File: config.mk
export PLATFORM = sky130hd
export DESIGN_NAME = dbt_bit_timing
export DESIGN_NICKNAME = d
export VERILOG_FILES = /design/src/rtl/dbt_pkg.sv /design/src/rtl/dbt_spread.sv /design/src/rtl/dbt_bit_timing.sv
export VERILOG_INCLUDE_DIRS = /design/src /design/src/rtl
export SDC_FILE = /design/constraint.sdc
export NUM_CORES = 1
export LEC_CHECK = 0
export BUFFER_PORTS_ARGS = -buffer_cell sky130_fd_sc_hd__buf_2
export CAP_MARGIN = 20
export CELL_PAD_IN_SITES_DETAIL_PLACEMENT = 0
export CELL_PAD_IN_SITES_GLOBAL_PLACEMENT = 2
export CORE_MARGIN = 2
export CORE_UTILIZATION = 41
export DETAILED_ROUTE_END_ITERATION = 12
export PLACE_DENSITY = 0.93
export SLEW_MARGIN = 20
export SYNTH_ARGS = -nofsm -noshare
export SYNTH_HDL_FRONTEND = slang
export SYNTH_SLANG_ARGS = --single-unit
File: constraint.sdc
create_clock -name clk_i -period 5.3 [get_ports clk_i]
set_clock_uncertainty 0.05 [all_clocks]
set_input_delay 0.795 -clock clk_i [delete_from_list [all_inputs] [get_ports clk_i]]
set_output_delay 0.795 -clock clk_i [all_outputs]
set_load 0.005 [all_outputs]
File: src/rtl/dbt_defs.svh
// timing counts and field constants for one bus channel's bit timing block
// assumes a 125 MHz core clock; every count below except the spreading step is derived from that rate
`ifndef DBT_DEFS_SVH
`define DBT_DEFS_SVH

`define DBT_CLK_MHZ        125
// nominal bit period, centre of the spreading band
`define DBT_BIT_NS         7220
`define DBT_BIT_CYC        ((`DBT_BIT_NS * `DBT_CLK_MHZ) / 1000)
// shortest legal bit period, rounded up
`define DBT_BIT_PERIOD_MIN_NS    6670
`define DBT_BIT_PERIOD_MIN_CYC   ((`DBT_BIT_PERIOD_MIN_NS * `DBT_CLK_MHZ + 999) / 1000)
`define DBT_LO_TRIM_NS     600
`define DBT_LO_TRIM_CYC    ((`DBT_LO_TRIM_NS * `DBT_CLK_MHZ) / 1000)
`define DBT_LO1_CYC        (`DBT_BIT_CYC / 3 - `DBT_LO_TRIM_CYC)
`define DBT_LO0_CYC        ((2 * `DBT_BIT_CYC) / 3 - `DBT_LO_TRIM_CYC)
`define DBT_START_CYC      (`DBT_BIT_CYC / 2)
`define DBT_OC_NS          5000
`define DBT_OC_CYC         ((`DBT_OC_NS * `DBT_CLK_MHZ) / 1000)
`define DBT_OC_MIN_NS      2000
`define DBT_OC_MIN_CYC     ((`DBT_OC_MIN_NS * `DBT_CLK_MHZ + 999) / 1000)
`define DBT_OC_MAX_NS      20000
`define DBT_OC_MAX_CYC     ((`DBT_OC_MAX_NS * `DBT_CLK_MHZ) / 1000)
`define DBT_DEV10_NS       500
`define DBT_DEV10_CYC      ((`DBT_DEV10_NS * `DBT_CLK_MHZ) / 1000)
`define DBT_DEV01_NS       950
`define DBT_DEV01_CYC      ((`DBT_DEV01_NS * `DBT_CLK_MHZ) / 1000)
`define DBT_SPREAD_STEP    8
`define DBT_DEV_SEL_NARROW 2'b10
`define DBT_DEV_SEL_WIDE   2'b01
`define DBT_CRC_POLY       8'h07
`define DBT_CRC_INIT       8'hff
`define DBT_PIN_CS         0
`define DBT_PIN_SCLK       1
`define DBT_PIN_OC         2

`endif

File: src/rtl/dbt_pkg.sv
// types shared by the bit timing block and its spreading generator
// assumes nothing beyond the compiler
`default_nettype none

package dbt_pkg;

   typedef enum logic [2:0] {
      DBT_ST_IDLE  = 3'b000,
      DBT_ST_ARM   = 3'b001,
      DBT_ST_DELAY = 3'b010,
      DBT_ST_LOW   = 3'b011,
      DBT_ST_HIGH  = 3'b100
   } dbt_state_t;

   typedef struct packed {
      logic [15:0] data;
      logic [4:0]  nbits;
      logic [3:0]  crc_len;
   } dbt_msg_t;

   typedef struct packed {
      logic       en;
      logic [1:0] spread_deviation_sel;
   } dbt_spread_cfg_t;

endpackage

`default_nettype wire

File: src/rtl/dbt_spread.sv
// triangle sweep of the bit period offset used for frequency spreading
// assumes step_i pulses once per transmitted bit from the same clock
`default_nettype none
`include "dbt_defs.svh"

module dbt_spread (
   input  wire logic                   clk_i,
   input  wire logic                   sys_rst_i,
   input  wire logic                   step_i,
   input  wire dbt_pkg::dbt_spread_cfg_t cfg_i,
   output logic signed [7:0]           offset_o
);
   logic signed [7:0] acc_reg;
   logic signed [7:0] acc_next;
   logic signed [7:0] lim_reg;
   logic signed [7:0] lim_next;
   logic              up_reg;
   logic              up_next;

   always_comb begin
      lim_next = 8'sh00;
      if (cfg_i.en && cfg_i.spread_deviation_sel == `DBT_DEV_SEL_NARROW) begin
         lim_next = 8'(`DBT_DEV10_CYC);
      end else if (cfg_i.en && cfg_i.spread_deviation_sel == `DBT_DEV_SEL_WIDE) begin
         lim_next = 8'(`DBT_DEV01_CYC);
      end
   end

   always_comb begin
      acc_next = acc_reg;
      up_next  = up_reg;
      if (acc_reg > lim_next || acc_reg < -lim_next) begin
         // a narrower setting pulls back to the centre at once
         acc_next = 8'sh00;
      end else if (step_i) begin
         if (up_reg) begin
            if (acc_reg + 8'(`DBT_SPREAD_STEP) >= lim_next) begin
               acc_next = lim_next;
               up_next  = 1'b0;
            end else begin
               acc_next = acc_reg + 8'(`DBT_SPREAD_STEP);
            end
         end else begin
            if (acc_reg - 8'(`DBT_SPREAD_STEP) <= -lim_next) begin
               acc_next = -lim_next;
               up_next  = 1'b1;
            end else begin
               acc_next = acc_reg - 8'(`DBT_SPREAD_STEP);
            end
         end
      end
   end

   always_ff @(posedge clk_i or posedge sys_rst_i) begin
      if (sys_rst_i) begin
         acc_reg <= 8'sh00;
         lim_reg <= 8'sh00;
         up_reg  <= 1'b1;
      end else begin
         acc_reg <= acc_next;
         lim_reg <= lim_next;
         up_reg  <= up_next;
      end
   end

   assign offset_o = acc_reg;

   a_dev_bound: assert property (@(posedge clk_i) disable iff (sys_rst_i)
      (acc_reg <= lim_reg) && (acc_reg >= -lim_reg))
      else $error("spread offset outside selected deviation");

endmodule // dbt_spread

`default_nettype wire

File: src/rtl/dbt_bit_timing.sv
// bit timing, start latency, interrupt pin and overcurrent cut-off of one bus channel
// assumes spi pins arrive asynchronously and queue status comes from logic on clk_i
// Summary of operation
// bit period never below 6.67 us
// zero bit low two thirds period minus 0.6us
// one bit low one third period minus 0.6us
// first bus edge one to two thirds period later
// latency measured from word end edge
// interrupt asserted soon after receive data arrives
// interrupt released within 0.2 us of word end
// overcurrent cuts driver after 2 to 20 us
// two-bit setting picks spreading deviation
// system supplies the logic clock
// duty coded return-to-one bits with appended crc
// clear conditions checked at each spi word end
// period fixed without spreading, swept with it
`default_nettype none
`include "dbt_defs.svh"

module dbt_bit_timing (
   input  wire logic                     clk_i,
   input  wire logic                     sys_rst_i,
   input  wire logic                     spi_cs_n_i,
   input  wire logic                     spi_sclk_i,
   input  wire logic                     tx_start_i,
   input  wire dbt_pkg::dbt_msg_t        tx_msg_i,
   input  wire dbt_pkg::dbt_spread_cfg_t spread_cfg_i,
   input  wire logic                     int_en_i,
   input  wire logic                     rx_ready_i,
   input  wire logic                     tx_empty_i,
   input  wire logic                     tx_not_empty_i,
   input  wire logic                     rx_empty_i,
   input  wire logic                     oc_detect_i,
   input  wire logic                     oc_clear_i,
   output logic                          channel_low_side_line_o,
   output logic                          driver_en_o,
   output logic                          oc_shutdown_o,
   output logic                          busy_o,
   output logic                          frame_done_o,
   output logic                          int_o,
   output logic                          int_oe_o
);
   localparam int ST_MIN = `DBT_BIT_CYC / 3;
   localparam int ST_MAX = (2 * `DBT_BIT_CYC) / 3;

   // pin synchronisers: a change counts once stages two and three agree
   logic [2:0] s1_reg, s2_reg, s3_reg, filt_reg, filt_d_reg;
   logic [2:0] pin_w, filt_next;
   assign pin_w = {oc_detect_i, spi_sclk_i, spi_cs_n_i};

   genvar g;
   generate
      for (g = 0; g < 3; g++) begin : g_pin
         assign filt_next[g] = (s2_reg[g] == s3_reg[g]) ? s3_reg[g] : filt_reg[g];
      end
   endgenerate

   always_ff @(posedge clk_i or posedge sys_rst_i) begin
      if (sys_rst_i) begin
         s1_reg     <= 3'h3;
         s2_reg     <= 3'h3;
         s3_reg     <= 3'h3;
         filt_reg   <= 3'h3;
         filt_d_reg <= 3'h3;
      end else begin
         s1_reg     <= pin_w;
         s2_reg     <= s1_reg;
         s3_reg     <= s2_reg;
         filt_reg   <= filt_next;
         filt_d_reg <= filt_reg;
      end
   end

   // spi word boundaries
   logic       cs_rise, sclk_rise, word_end, cs_high;
   logic [2:0] bit_cnt_reg, bit_cnt_next;
   logic       byte_seen_reg, byte_seen_next;
   assign cs_high   = filt_reg[`DBT_PIN_CS];
   assign cs_rise   = cs_high & ~filt_d_reg[`DBT_PIN_CS];
   assign sclk_rise = filt_reg[`DBT_PIN_SCLK] & ~filt_d_reg[`DBT_PIN_SCLK] & ~cs_high;
   // the triggering byte ends either at cs rising or at the next byte's first clock
   assign word_end  = cs_rise | (sclk_rise & (bit_cnt_reg == 3'h0) & byte_seen_reg);

   always_comb begin
      bit_cnt_next   = bit_cnt_reg;
      byte_seen_next = byte_seen_reg;
      if (cs_high) begin
         bit_cnt_next   = 3'h0;
         byte_seen_next = 1'b0;
      end else if (sclk_rise) begin
         bit_cnt_next = bit_cnt_reg + 3'h1;
         if (bit_cnt_reg == 3'h7) begin
            byte_seen_next = 1'b1;
         end
      end
   end

   always_ff @(posedge clk_i or posedge sys_rst_i) begin
      if (sys_rst_i) begin
         bit_cnt_reg   <= 3'h0;
         byte_seen_reg <= 1'b0;
      end else begin
         bit_cnt_reg   <= bit_cnt_next;
         byte_seen_reg <= byte_seen_next;
      end
   end

   // overcurrent: only a sustained flag counts, a glitch restarts the count
   logic [11:0] oc_cnt_reg, oc_cnt_next;
   logic        shut_reg, shut_next;
   // own flop so the driver enable pin comes straight off a register
   logic        drv_en_reg;

   always_comb begin
      oc_cnt_next = 12'h000;
      shut_next   = shut_reg;
      if (oc_clear_i) begin
         shut_next = 1'b0;
      end
      if (filt_reg[`DBT_PIN_OC] && !shut_reg) begin
         oc_cnt_next = oc_cnt_reg + 12'h001;
         if (oc_cnt_reg == 12'(`DBT_OC_CYC - 1)) begin
            shut_next   = 1'b1;
            oc_cnt_next = 12'h000;
         end
      end
   end

   always_ff @(posedge clk_i or posedge sys_rst_i) begin
      if (sys_rst_i) begin
         oc_cnt_reg <= 12'h000;
         shut_reg   <= 1'b0;
         drv_en_reg <= 1'b1;
      end else begin
         oc_cnt_reg <= oc_cnt_next;
         shut_reg   <= shut_next;
         drv_en_reg <= ~shut_next;
      end
   end

   // transmit state machine
   dbt_pkg::dbt_state_t state_reg, state_next;
   dbt_pkg::dbt_msg_t   msg_reg, msg_next;
   logic [15:0] sh_reg, sh_next;
   logic [7:0]  crc_reg, crc_next;
   logic [10:0] cnt_reg, cnt_next, per_reg, per_next, lo_reg, lo_next, per_raw;
   logic [4:0]  idx_reg, idx_next;
   logic        line_reg, line_next, bit_reg, bit_next, done_reg, done_next, load;
   logic        b;
   logic signed [7:0] offset_w;

   dbt_spread u_spread (
      .clk_i     (clk_i),
      .sys_rst_i (sys_rst_i),
      .step_i    (load),
      .cfg_i     (spread_cfg_i),
      .offset_o  (offset_w)
   );

   assign per_raw = 11'(`DBT_BIT_CYC) + {{3{offset_w[7]}}, offset_w};

   always_comb begin
      state_next = state_reg;
      msg_next   = msg_reg;
      sh_next    = sh_reg;
      crc_next   = crc_reg;
      cnt_next   = cnt_reg + 11'h001;
      per_next   = per_reg;
      lo_next    = lo_reg;
      idx_next   = idx_reg;
      line_next  = line_reg;
      bit_next   = bit_reg;
      done_next  = 1'b0;
      load       = 1'b0;
      b          = 1'b0;
      case (state_reg)
         dbt_pkg::DBT_ST_IDLE: begin
            cnt_next = 11'h000;
            if (tx_start_i) begin
               msg_next   = tx_msg_i;
               state_next = dbt_pkg::DBT_ST_ARM;
            end
         end
         dbt_pkg::DBT_ST_ARM: begin
            cnt_next = 11'h000;
            if (word_end) begin
               state_next = dbt_pkg::DBT_ST_DELAY;
            end
         end
         dbt_pkg::DBT_ST_DELAY: begin
            if (cnt_reg == 11'(`DBT_START_CYC - 1)) begin
               sh_next  = msg_reg.data << (5'd16 - msg_reg.nbits);
               crc_next = `DBT_CRC_INIT;
               idx_next = 5'h00;
               load     = 1'b1;
            end
         end
         dbt_pkg::DBT_ST_LOW: begin
            if (cnt_reg == lo_reg - 11'h001) begin
               line_next  = 1'b1;
               state_next = dbt_pkg::DBT_ST_HIGH;
            end
         end
         dbt_pkg::DBT_ST_HIGH: begin
            if (cnt_reg == per_reg - 11'h001) begin
               if (idx_reg == msg_reg.nbits + {1'b0, msg_reg.crc_len}) begin
                  state_next = dbt_pkg::DBT_ST_IDLE;
                  done_next  = 1'b1;
               end else begin
                  load = 1'b1;
               end
            end
         end
         default: begin
            state_next = dbt_pkg::DBT_ST_IDLE;
         end
      endcase
      if (load) begin
         // data bits first, then the top crc_len bits of the running crc
         if (idx_next < msg_reg.nbits) begin
            b        = sh_next[15];
            sh_next  = {sh_next[14:0], 1'b0};
            crc_next = {crc_next[6:0], 1'b0} ^ ((b ^ crc_next[7]) ? `DBT_CRC_POLY : 8'h00);
         end else begin
            b        = crc_next[7];
            crc_next = {crc_next[6:0], 1'b0};
         end
         bit_next   = b;
         lo_next    = b ? 11'(`DBT_LO1_CYC) : 11'(`DBT_LO0_CYC);
         // the clamp makes the wide sweep lopsided: up to 118 cycles long but only 68 short
         per_next   = (per_raw < 11'(`DBT_BIT_PERIOD_MIN_CYC)) ? 11'(`DBT_BIT_PERIOD_MIN_CYC) : per_raw;
         idx_next   = idx_next + 5'h01;
         cnt_next   = 11'h000;
         line_next  = 1'b0;
         state_next = dbt_pkg::DBT_ST_LOW;
      end
      if (shut_reg) begin
         // cut-off abandons the frame and leaves the line at idle
         state_next = dbt_pkg::DBT_ST_IDLE;
         line_next  = 1'b1;
      end
   end

   always_ff @(posedge clk_i or posedge sys_rst_i) begin
      if (sys_rst_i) begin
         state_reg <= dbt_pkg::DBT_ST_IDLE;
         msg_reg   <= '0;
         sh_reg    <= 16'h0000;
         crc_reg   <= 8'h00;
         cnt_reg   <= 11'h000;
         per_reg   <= 11'(`DBT_BIT_CYC);
         lo_reg    <= 11'(`DBT_LO1_CYC);
         idx_reg   <= 5'h00;
         line_reg  <= 1'b1;
         bit_reg   <= 1'b0;
         done_reg  <= 1'b0;
      end else begin
         state_reg <= state_next;
         msg_reg   <= msg_next;
         sh_reg    <= sh_next;
         crc_reg   <= crc_next;
         cnt_reg   <= cnt_next;
         per_reg   <= per_next;
         lo_reg    <= lo_next;
         idx_reg   <= idx_next;
         line_reg  <= line_next;
         bit_reg   <= bit_next;
         done_reg  <= done_next;
      end
   end

   // interrupt pin: a set in the clearing cycle wins
   logic int_reg, int_next, int_set, int_clr, busy_reg;
   assign int_set = int_en_i & (rx_ready_i | (done_next & tx_empty_i));
   assign int_clr = word_end & (tx_not_empty_i | rx_empty_i);

   always_comb begin
      int_next = int_reg;
      if (int_set) begin
         int_next = 1'b1;
      end else if (int_clr) begin
         int_next = 1'b0;
      end
   end

   always_ff @(posedge clk_i or posedge sys_rst_i) begin
      if (sys_rst_i) begin
         int_reg  <= 1'b0;
         busy_reg <= 1'b0;
      end else begin
         int_reg  <= int_next;
         busy_reg <= (state_next != dbt_pkg::DBT_ST_IDLE);
      end
   end

   assign channel_low_side_line_o = line_reg;
   assign driver_en_o             = drv_en_reg;
   assign oc_shutdown_o           = shut_reg;
   assign busy_o                  = busy_reg;
   assign frame_done_o            = done_reg;
   assign int_o                   = 1'b0;
   assign int_oe_o                = int_reg;

   // helper counters read only by the checks below
   logic        line_d_reg;
   logic [10:0] low_len_reg, gap_reg;
   always_ff @(posedge clk_i or posedge sys_rst_i) begin
      if (sys_rst_i) begin
         line_d_reg  <= 1'b1;
         low_len_reg <= 11'h000;
         gap_reg     <= 11'h000;
      end else begin
         line_d_reg  <= line_reg;
         low_len_reg <= line_reg ? 11'h000 : low_len_reg + 11'h001;
         gap_reg     <= (!line_reg && line_d_reg) ? 11'h000 : gap_reg + 11'h001;
      end
   end

   a_bit_period_min: assert property (@(posedge clk_i) disable iff (sys_rst_i)
      (!line_reg && line_d_reg && state_reg == dbt_pkg::DBT_ST_LOW && idx_reg > 5'h01)
         |-> gap_reg >= 11'(`DBT_BIT_PERIOD_MIN_CYC - 1))
      else $error("bit period shorter than minimum");
   a_zero_low_time: assert property (@(posedge clk_i) disable iff (sys_rst_i || shut_reg)
      (line_reg && !line_d_reg && !bit_reg) |-> low_len_reg == 11'(`DBT_LO0_CYC))
      else $error("zero bit low time wrong");
   a_one_low_time: assert property (@(posedge clk_i) disable iff (sys_rst_i || shut_reg)
      (line_reg && !line_d_reg && bit_reg) |-> low_len_reg == 11'(`DBT_LO1_CYC))
      else $error("one bit low time wrong");
   a_start_window: assert property (@(posedge clk_i) disable iff (sys_rst_i || shut_reg)
      (state_reg == dbt_pkg::DBT_ST_ARM && word_end)
         |-> ##1 line_reg[*8] ##[ST_MIN:ST_MAX] !line_reg)
      else $error("bus start outside latency window");
   a_int_assert: assert property (@(posedge clk_i) disable iff (sys_rst_i)
      (int_en_i && rx_ready_i) |=> int_oe_o)
      else $error("interrupt not asserted after receive data");
   a_int_release: assert property (@(posedge clk_i) disable iff (sys_rst_i)
      (word_end && (tx_not_empty_i || rx_empty_i) && !int_set) |=> !int_oe_o)
      else $error("interrupt not released at word end");
   a_oc_delay: assert property (@(posedge clk_i) disable iff (sys_rst_i)
      $rose(oc_shutdown_o) |-> ($past(oc_cnt_reg) >= 12'(`DBT_OC_MIN_CYC - 1)
         && $past(oc_cnt_reg) <= 12'(`DBT_OC_MAX_CYC - 1)) ##1 channel_low_side_line_o)
      else $error("overcurrent cut-off delay out of range");
   a_fixed_period: assert property (@(posedge clk_i) disable iff (sys_rst_i)
      (load && !spread_cfg_i.en && !$past(spread_cfg_i.en)) |=> per_reg == 11'(`DBT_BIT_CYC))
      else $error("period moved with spreading off");

endmodule // dbt_bit_timing

`default_nettype wire

---- Word level (Yosys, flattened, before mapping) ----
Cells that the tools add are included.
word-level totals
  memory bits (writable) .................. 0
  output and inout port bits .............. 7
  memory bits (read-only) ................. 0
  bits in registers ....................... 135
  input bits .............................. 40
  latch bits .............................. 0
  logic and storage cells ................. 158
  memories kept ........................... 0
operators by class
  mux-type cells .......................... 59
  bitwise logic cells ..................... 18
  $lt $le $gt $ge ......................... 6
  add/sub/neg operators ................... 12
  shifts and indexed selects .............. 1
  div/mod/pow operators ................... 0
  reduce and logical (&&, ||, !) cells .... 19
  multipliers ............................. 0
  equal/unequal tests ..................... 15
operators with widths
  operator                                               count
  two-way mux 8 bit                                      10
  two-way mux 16 bit                                     4
  two-way mux 11 bit                                     3
  two-way mux 3 bit                                      10
  two-way mux 12 bit                                     2
  two-way mux 1 bit                                      23
  == test 11 bit                                         2
  subtractor 11 x 1 -> 11 bit (second input constant)    2
  << shifter 16 x 5 -> 16 bit                            1
  two-way mux 5 bit                                      3
  case mux 3 bit (5 select lines)                        1
  adder 12 x 1 -> 12 bit (second input constant)         1
  == test 12 x 10 -> 1 bit (second input constant)       1
  adder 10 x 11 -> 11 bit (first input constant)         1
  adder 11 x 1 -> 11 bit (second input constant)         1
  == test 11 x 9 -> 1 bit (second input constant)        1
  < comparator 11 x 10 -> 1 bit (second input constant)  1
  two-way mux 10 bit                                     1
  nonzero test 3 bit                                     3
  adder 8 x 5 -> 8 bit (second input constant)           1
  bitwise AND 1 bit                                      8
  >= comparator 8 bit                                    1
  > comparator 8 bit                                     1
  less-or-equal comparator 8 bit                         1
  28 further kinds                                       47

---- Logic depth before layout (Yosys ltp) ----
Gate-level depths: netlist of the first run.
  depth after elaboration ................. 11
  mapped depth ............................ 16

---- Cells and area by module ----
From an unflattened synthesis of the first run, not the netlist that was laid out.
second synthesis, totals
  cells, all modules ...................... 816
  area, all modules ....................... 7,841.3 um2
by module, submodules not included
  module          instances  area each (um2)  cells an instance  sequential area each (um2)
  dbt_bit_timing  1          6,760.2          688                2,950.3
  dbt_spread      1          1,081.0          128                201.4

---- Worst setup path after synthesis of the first run ----
OpenSTA, ideal clock, no wires.
  kind .................................... register to register
  from .................................... register cnt_reg[0]
  to ...................................... register sh_reg[12]
  cell stages (with the launch flop) ...... 17
  slack ................................... 1.880 ns
  period minus slack after synthesis ...... 3.420 ns
  arrival time ............................ 3.290 ns
  path buffers ............................ 5
  cells stage by stage .................... dfrtp_1 buf_2 inv_1 ha_1 nor3b_1 nand4_1 buf_6 clkbuf_8 clkbuf_1 and2_1 ha_1 and2_1 a221oi_1 o21ai_0 nor2_4 buf_4 mux2i_1
between the ends
  cells in the longest elaborated chain, start to end .. 6
  elaborated cells between the ends (all ways) .. 12
  those cells by class .................... 1 x order compare; 2 x eq/ne; 9 x mux
ends and longest elaborated chain
  item                     RTL line               text
  start, declared          dbt_bit_timing.sv:146  logic [10:0] cnt_reg, cnt_next, per_reg, per_next, lo_reg, lo_next, per_raw;
  start signal, assigned   dbt_bit_timing.sv:262  cnt_reg <= cnt_next;
  == test 11 x 9 -> 1 bit  dbt_bit_timing.sv:191  if (cnt_reg == 11'(`DBT_START_CYC - 1)) begin
  two-way mux 5 bit        dbt_bit_timing.sv:191
  two-way mux 5 bit        dbt_bit_timing.sv:176  case (state_reg)
  < comparator 5 bit       dbt_bit_timing.sv:220  if (idx_next < msg_reg.nbits) begin
  two-way mux 16 bit       dbt_bit_timing.sv:220
  two-way mux 16 bit (*)   dbt_bit_timing.sv:218  if (load) begin
  net sh_next[12]          dbt_bit_timing.sv:144  logic [15:0] sh_reg, sh_next;
  end signal, assigned     dbt_bit_timing.sv:260  sh_reg <= sh_next;
  end, declared            dbt_bit_timing.sv:144
The timed path passes the listed nets; every way through them passes the cells marked *.
A chain may end at the register's enable or synchronous reset.

---- Worst setup path after layout of the first run ----
  from .................................... register msg_reg[4] in the netlist's numbering
  to ...................................... register crc_reg[1]
between the ends
  cells in the longest elaborated chain, start to end .. 9
  elaborated cells between the ends (all ways) .. 15
  those cells by class .................... 2 x add/sub; 1 x order compare; 1 x eq/ne; 1 x shift; 8 x mux; 2 x bitwise
ends and longest elaborated chain
  item                         RTL line               text
  start, declared              dbt_bit_timing.sv:143  dbt_pkg::dbt_msg_t msg_reg, msg_next;
  start signal, assigned       dbt_bit_timing.sv:259  msg_reg <= msg_next;
  subtractor 5 bit             dbt_bit_timing.sv:192  sh_next = msg_reg.data << (5'd16 - msg_reg.nbits);
  << shifter 16 x 5 -> 16 bit  dbt_bit_timing.sv:192
  two-way mux 16 bit           dbt_bit_timing.sv:191
  two-way mux 16 bit           dbt_bit_timing.sv:176
  bitwise XOR 1 bit            dbt_bit_timing.sv:223  crc_next = {crc_next[6:0], 1'b0} ^ ((b ^ crc_next[7]) ? `DBT_CRC_POLY : 8'h00);
  two-way mux 3 bit            dbt_bit_timing.sv:223
  bitwise XOR 8 x 3 -> 8 bit   dbt_bit_timing.sv:223
  two-way mux 8 bit            dbt_bit_timing.sv:220
  two-way mux 8 bit (*)        dbt_bit_timing.sv:218
  net crc_next[1]              dbt_bit_timing.sv:145  logic [7:0] crc_reg, crc_next;
  end signal, assigned         dbt_bit_timing.sv:261  crc_reg <= crc_next;
  end, declared                dbt_bit_timing.sv:145
Marks and branches as above.

==> impl_metrics.ini, run 1 <==
[status]
status = finished, final reports clean

[die]
core_sq_um = 18600
die_h_um = 142
die-area_sq_um = 20100
ioPinCount = 47
start_util_pct = 41.8
die_w_um = 142
rows = 50

[logic_synthesis]
synth-compound-area-share_pct = 13.4
synth_top_family_by_area = simple AND/OR/NAND/NOR gates
synth_edf_count = 0
syn_inst = 757
synth-simple-area-share_pct = 16.2
yosys.area_share.xor_xnor_pct = 6.64
ys.flop_type = dfrtp_1
synth_fa_ha_area_share_pct = 7.55
synth_warnings = 0
syn_nets = 841
synth-seq-cells = 125
ys_seq_area_share_pct = 40.5
netlist_area_sq_um = 7790
synthMuxAreaShare_pct = 11.3
synth.distinct_cells = 79
postSynthAreaPerCell_sq_um = 10.3
async_flop_share_pct = 100

[cts]
tritoncts = yes
cts_hold_buf = 0
clock-sinks = 125
clock-root-buffer = clkbuf_16
ctsResizeCount = 0
clkLatencyLatePin_ns = 0.42
cts_buffers = 17
post_cts_buffers = 0
clk_pin_slew_ns = 0.06
cts.htree.levels = 4
clk_path_buf_depth = 2

[power]
power_density_nw_per_um2 = 417
irDropWorstVdd_v = 0.000270
p_leak_nw = 3.77

[route]
wl_per_cell_um = 16.8
first_iter_violations = 428
vias = 5752
ant_nets = 0
first_pass_iters = 5
wirelength_um = 17400
via_per_inst = 5.54
drc = 0

[setup_path]
crit_path_start_kind = register
r2r_slack_ns = 1.38
critical_path.max_fanout = 20
path_class = register to register
r2r_end = crc_reg[1]
r2r-start = msg_reg[4]
cp.arrival_ns = 4.16
cp.required_ns = 5.54
end_kind = register
rr_worst_depth = 10

[sta]
hold_viol_final = 0
setup_violations = 0
drv_slew = 0
max_slew.worst_pin.slew_ns = 1.08
fin_setup_tns_ns = 0
finalCriticalPeriod_ns = 3.92
max_slew_margin_pct = 27.5
rsz0062_at_grt = false
min_period_over_period_pct = 74.1
fmax_ghz = 0.255

[final_layout]
fin_cells = 1038
fin_nets = 876
final_common_cell = dfrtp_1
fillers = 1793
area_delta_synth_final_pct = 12.7
final_area_sq_um = 8770
layout_common_cells = dfrtp_1, nor2_1, buf_2
diodes = 0
drive_above_1_share_pct = 21.3
largest_register_ffs = 25

[global_route]
track_usage_pct = 18.3
grt_pass1_vias = 5698
grt-ovfl-total = 0
antenna_found_initial = 0
grt_pass1_wl_um = 29200
grt_max_degree = 81

[placed_design]
io_buffers = 45
dp_hpwl_um = 12500
placed_area_sq_um = 8190
gp_congestion = 0.900
placed_cells = 1007

[worst_hold_path]
min_path_cells = 0
worstHoldStart = s1_reg[0]
whs_endpoint = s2_reg[0]
worstHoldPathType = register to register

[run]
maxCapViolCount = 0
## worst max-delay path, stage by stage, from the launching register on
cell      delay, ns
dfrtp_1        0.60
buf_4          0.27
inv_1          0.10
ha_1           0.76
mux4_2         0.45
mux2_2         0.31
a41o_1         0.26
or3_1          0.34
a21oi_1        0.39
nand3b_1       0.17
o211ai_1       0.08
## synth_stat cells (3+ instances only)
cell,number,area share [%]
and2_1,8,0.64
mux2_2,38,5.5
o2111ai_1,3,0.34
buf_6,3,0.43
and4_1,3,0.34
nand2_1,43,2.1
or4_1,3,0.29
xnor2_1,33,3.7
nor2b_1,6,0.48
xor2_1,26,2.9
nor3_1,20,1.3
or4_4,3,0.43
maj3_1,3,0.39
nor3b_1,5,0.48
a21oi_1,33,2.1
nand4_1,7,0.56
inv_1,37,1.8
nand3b_1,8,0.77
buf_2,4,0.26
mux4_2,6,1.7
nor4b_1,5,0.56
a222oi_1,5,0.64
nor2_1,51,2.5
or3_1,5,0.40
o21ai_0,33,2.1
a41oi_1,3,0.34
a22oi_1,7,0.67
dfstp_2,19,6.4
mux2i_1,32,4.1
o211ai_1,8,0.77
ha_1,43,6.9
dfrtp_1,106,34
nand3_1,27,1.7
a221oi_1,3,0.34
nor4_1,5,0.40
nand2b_1,9,0.72
a2111oi_0,4,0.45
clkbuf_1,22,1.1
a31oi_1,8,0.64
a21o_1,8,0.77
a211o_1,4,0.45
buf_4,5,0.48
and3_1,7,0.56
## metal layers
metal / track usage (%) / wire (um) / up-vias
li1: - / - / 2833
met1: 24.6 / 8260 / 2802
met2: 29.9 / 8410 / 101
met3: 3.88 / 507 / 16
met4: 5.53 / 220 / 0
met5: 0 / 0 / -
## area by class of cell
class                           count  area, sq um  share of cell area, %
Clock inverter                     10          115                   1.31
Sequential cell                   125         3150                   35.9
Inverter                           37          144                   1.64
Tap cell                          234          293                   3.34
Timing Repair Buffer               53          285                   3.25
Multi-Input combinational cell    558         4310                   49.2
Clock buffer                       21          470                   5.36
## how the worst max path moves through the flow
stage / from / to / slack, ns / cells past startpoint
6_report: msg_reg[4] / crc_reg[1] / 1.38 / 10
5_1_grt: msg_reg[4] / crc_reg[1] / 1.13 / 10
4_1_cts: msg_reg[4] / crc_reg[1] / 1.40 / 10
3_5_place_dp: msg_reg[4] / crc_reg[2] / 1.39 / 10
3_3_place_gp: msg_reg[4] / crc_reg[1] / 1.48 / 10
2_1_floorplan: sys_rst_i / bit_cnt_reg[0] / 1.16 / 1
## stage by stage
| stage | power [mW] | setup WS, ns | utilization, % | hold WS, ns |
|---|---|---|---|---|
| 6_report | 3.66 | 1.38 | 47.1 | 0.308 |
| 5_1_grt | 3.89 | 1.13 | 47.1 | 0.307 |
| 4_1_cts | 3.70 | 1.40 | 47.0 | 0.308 |
| 3_5_place_dp | 2.53 | 1.39 | 43.9 | 0.298 |
| 3_3_place_gp | 2.51 | 1.48 | 43.9 | 0.283 |
| 2_1_floorplan | 2.23 | 1.16 | - | 0.281 |
## cells by family (layout without fill, tap and decap cells)
kind of cell,count (synthesis),count (layout)
other,2,2
AND/OR/NAND/NOR,227,227
multiplexers,76,76
buffers and inverters,74,121
adder cells (fa/ha/maj),47,47
XOR/XNOR,59,59
AO/OA/AOI/OAI,147,147
flip-flops,125,125
## power by group
part,switching (mW),internal [mW]
sequential,0.187,1.10
combinational,0.635,0.592
clock,0.424,0.724
Note: power is estimated with default switching activity, not from simulation.
==> run 2: changes to the inputs <==
==> constraint.sdc (replaced) <==
create_clock -name clk_i -period 3.99 [get_ports clk_i]
set_clock_uncertainty 0.05 [all_clocks]
set_input_delay 0.5985 -clock clk_i [delete_from_list [all_inputs] [get_ports clk_i]]
set_output_delay 0.5985 -clock clk_i [all_outputs]
set_load 0.005 [all_outputs]
==> impl_metrics.ini, run 2 (synthesis results as in run 1) <==
[status]
status = finished, final reports clean

[global_route]
grt-ovfl-total = 0
grt_pass1_wl_um = 29500
track_usage_pct = 18.3
antenna_found_initial = 0
grt_max_degree = 75
grt_pass1_vias = 5750

[route]
first_iter_violations = 417
via_per_inst = 5.52
drc = 0
ant_nets = 0
first_pass_iters = 6
vias = 5787
wirelength_um = 17200
wl_per_cell_um = 16.4

[setup_path]
crit_path_start_kind = register
cp.required_ns = 4.24
critical_path.max_fanout = 10
r2r_end = crc_reg[0]
path_class = register to register
end_kind = register
r2r-start = per_reg[0]
rr_worst_depth = 9
r2r_slack_ns = 0.45
cp.arrival_ns = 3.79

[final_layout]
final_area_sq_um = 8920
multi_input_area_sq_um = 4310
layout_common_cells = dfrtp_1, nor2_1, buf_2
largest_register_ffs = 25
utilization_pct = 47.9
regArea_sq_um = 3150
fin_cells = 1049
final_common_cell = dfrtp_1
area_delta_synth_final_pct = 14.6
fin_nets = 886
diodes = 0
fillers = 1716
drive_above_1_share_pct = 22.3

[die]
core_sq_um = 18600
ioPinCount = 47
die_w_um = 142
rows = 50
die-area_sq_um = 20100
start_util_pct = 41.8
die_h_um = 142

[cts]
clk_pin_slew_ns = 0.06
ctsResizeCount = 0
tritoncts = yes
clkLatencyLatePin_ns = 0.41
cts.htree.levels = 4
cts_hold_buf = 0
clock-sinks = 125
post_cts_buffers = 0
clk_path_buf_depth = 2
cts_buffers = 17
clock-root-buffer = clkbuf_16

[power]
p_leak_nw = 3.85
power_switching_mw = 1.69
power_density_nw_per_um2 = 573
irDropWorstVdd_v = 0.000367
comb_power_share_pct = 33.5
switching_share_pct = 33.0
p_int_mw = 3.42
power_mw = 5.11
p_clk_share_pct = 33.7
seqPwrFrac_pct = 32.8

[sta]
finalCriticalPeriod_ns = 3.54
max_slew.worst_pin.slew_ns = 0.934
min_period_over_period_pct = 88.8
max_slew_margin_pct = 37.7
fmax_ghz = 0.282
drv_slew = 0
holdWs_ns = 0.230
setup_ws_ns = 0.449
setup_violations = 0
hold_viol_final = 0
rsz0062_at_grt = false
fin_setup_tns_ns = 0

[placed_design]
io_buffers = 45
placed_cells = 1017
gp_congestion = 0.848
placed_area_sq_um = 8260
pre_cts_ws_ns = 0.466
dp_hpwl_um = 12600

[worst_hold_path]
worstHoldStart = spi_cs_n_i
min_path_cells = 1
whs_endpoint = s1_reg[0]
worstHoldPathType = input port to register

[run]
maxCapViolCount = 0
-- run 2: cell count changes in the layout (fill, tap and decap cells not counted) --
cell,before,now
buf_4,8,18
bufinv_16,2,5
clkinv_2,3,0
inv_6,1,3
clkbuf_8,3,2
clkinv_4,2,1
inv_4,0,1
-- run 2: how the worst max path moves through the flow --
stage	startpoint	endpoint	slack [ns]	depth (start not counted)
global route	per_reg[0]	crc_reg[0]	0.28	9
CTS	per_reg[0]	crc_reg[0]	0.47	9
global placement	per_reg[0]	crc_reg[0]	0.53	9
floorplan	sys_rst_i	bit_cnt_reg[0]	0.05	1
finish	per_reg[0]	crc_reg[0]	0.45	9
detailed placement	per_reg[0]	crc_reg[0]	0.47	9
-- run 2: per-layer routing --
layer	GRT usage, %	routed length, um	vias to the layer above
met3	4.15	577	12
met4	4.79	204	0
met1	25.0	8290	2823
met5	0	0	-
li1	-	-	2851
met2	29.3	8170	101
-- run 2: worst max-delay path: stages (launching register included) --
cell     delay [ns]
dfrtp_1        0.42
inv_1          0.10
ha_1           0.17
nor3b_2        0.35
a21oi_1        0.12
or4_4          0.57
or4_4          0.53
o41ai_4        0.51
buf_4          0.26
mux2_2         0.34
-- run 2: final cells by class --
class                           instances  area share, %
Clock buffer                           20           5.12
Clock inverter                         12           2.33
Inverter                               37           1.58
Multi-Input combinational cell        558           48.3
Sequential cell                       125           35.3
Tap cell                              234           3.28
Timing Repair Buffer                   63           4.04
-- run 2: power groups by stage --
stage,combinational [mW],sequential (mW),clock (mW)
after floorplan,1.36,1.60,0
after CTS,1.72,1.68,1.76
final,1.71,1.68,1.72
after global placement,1.70,1.69,0
after global routing,1.91,1.71,1.82
after detailed placement,1.70,1.70,0
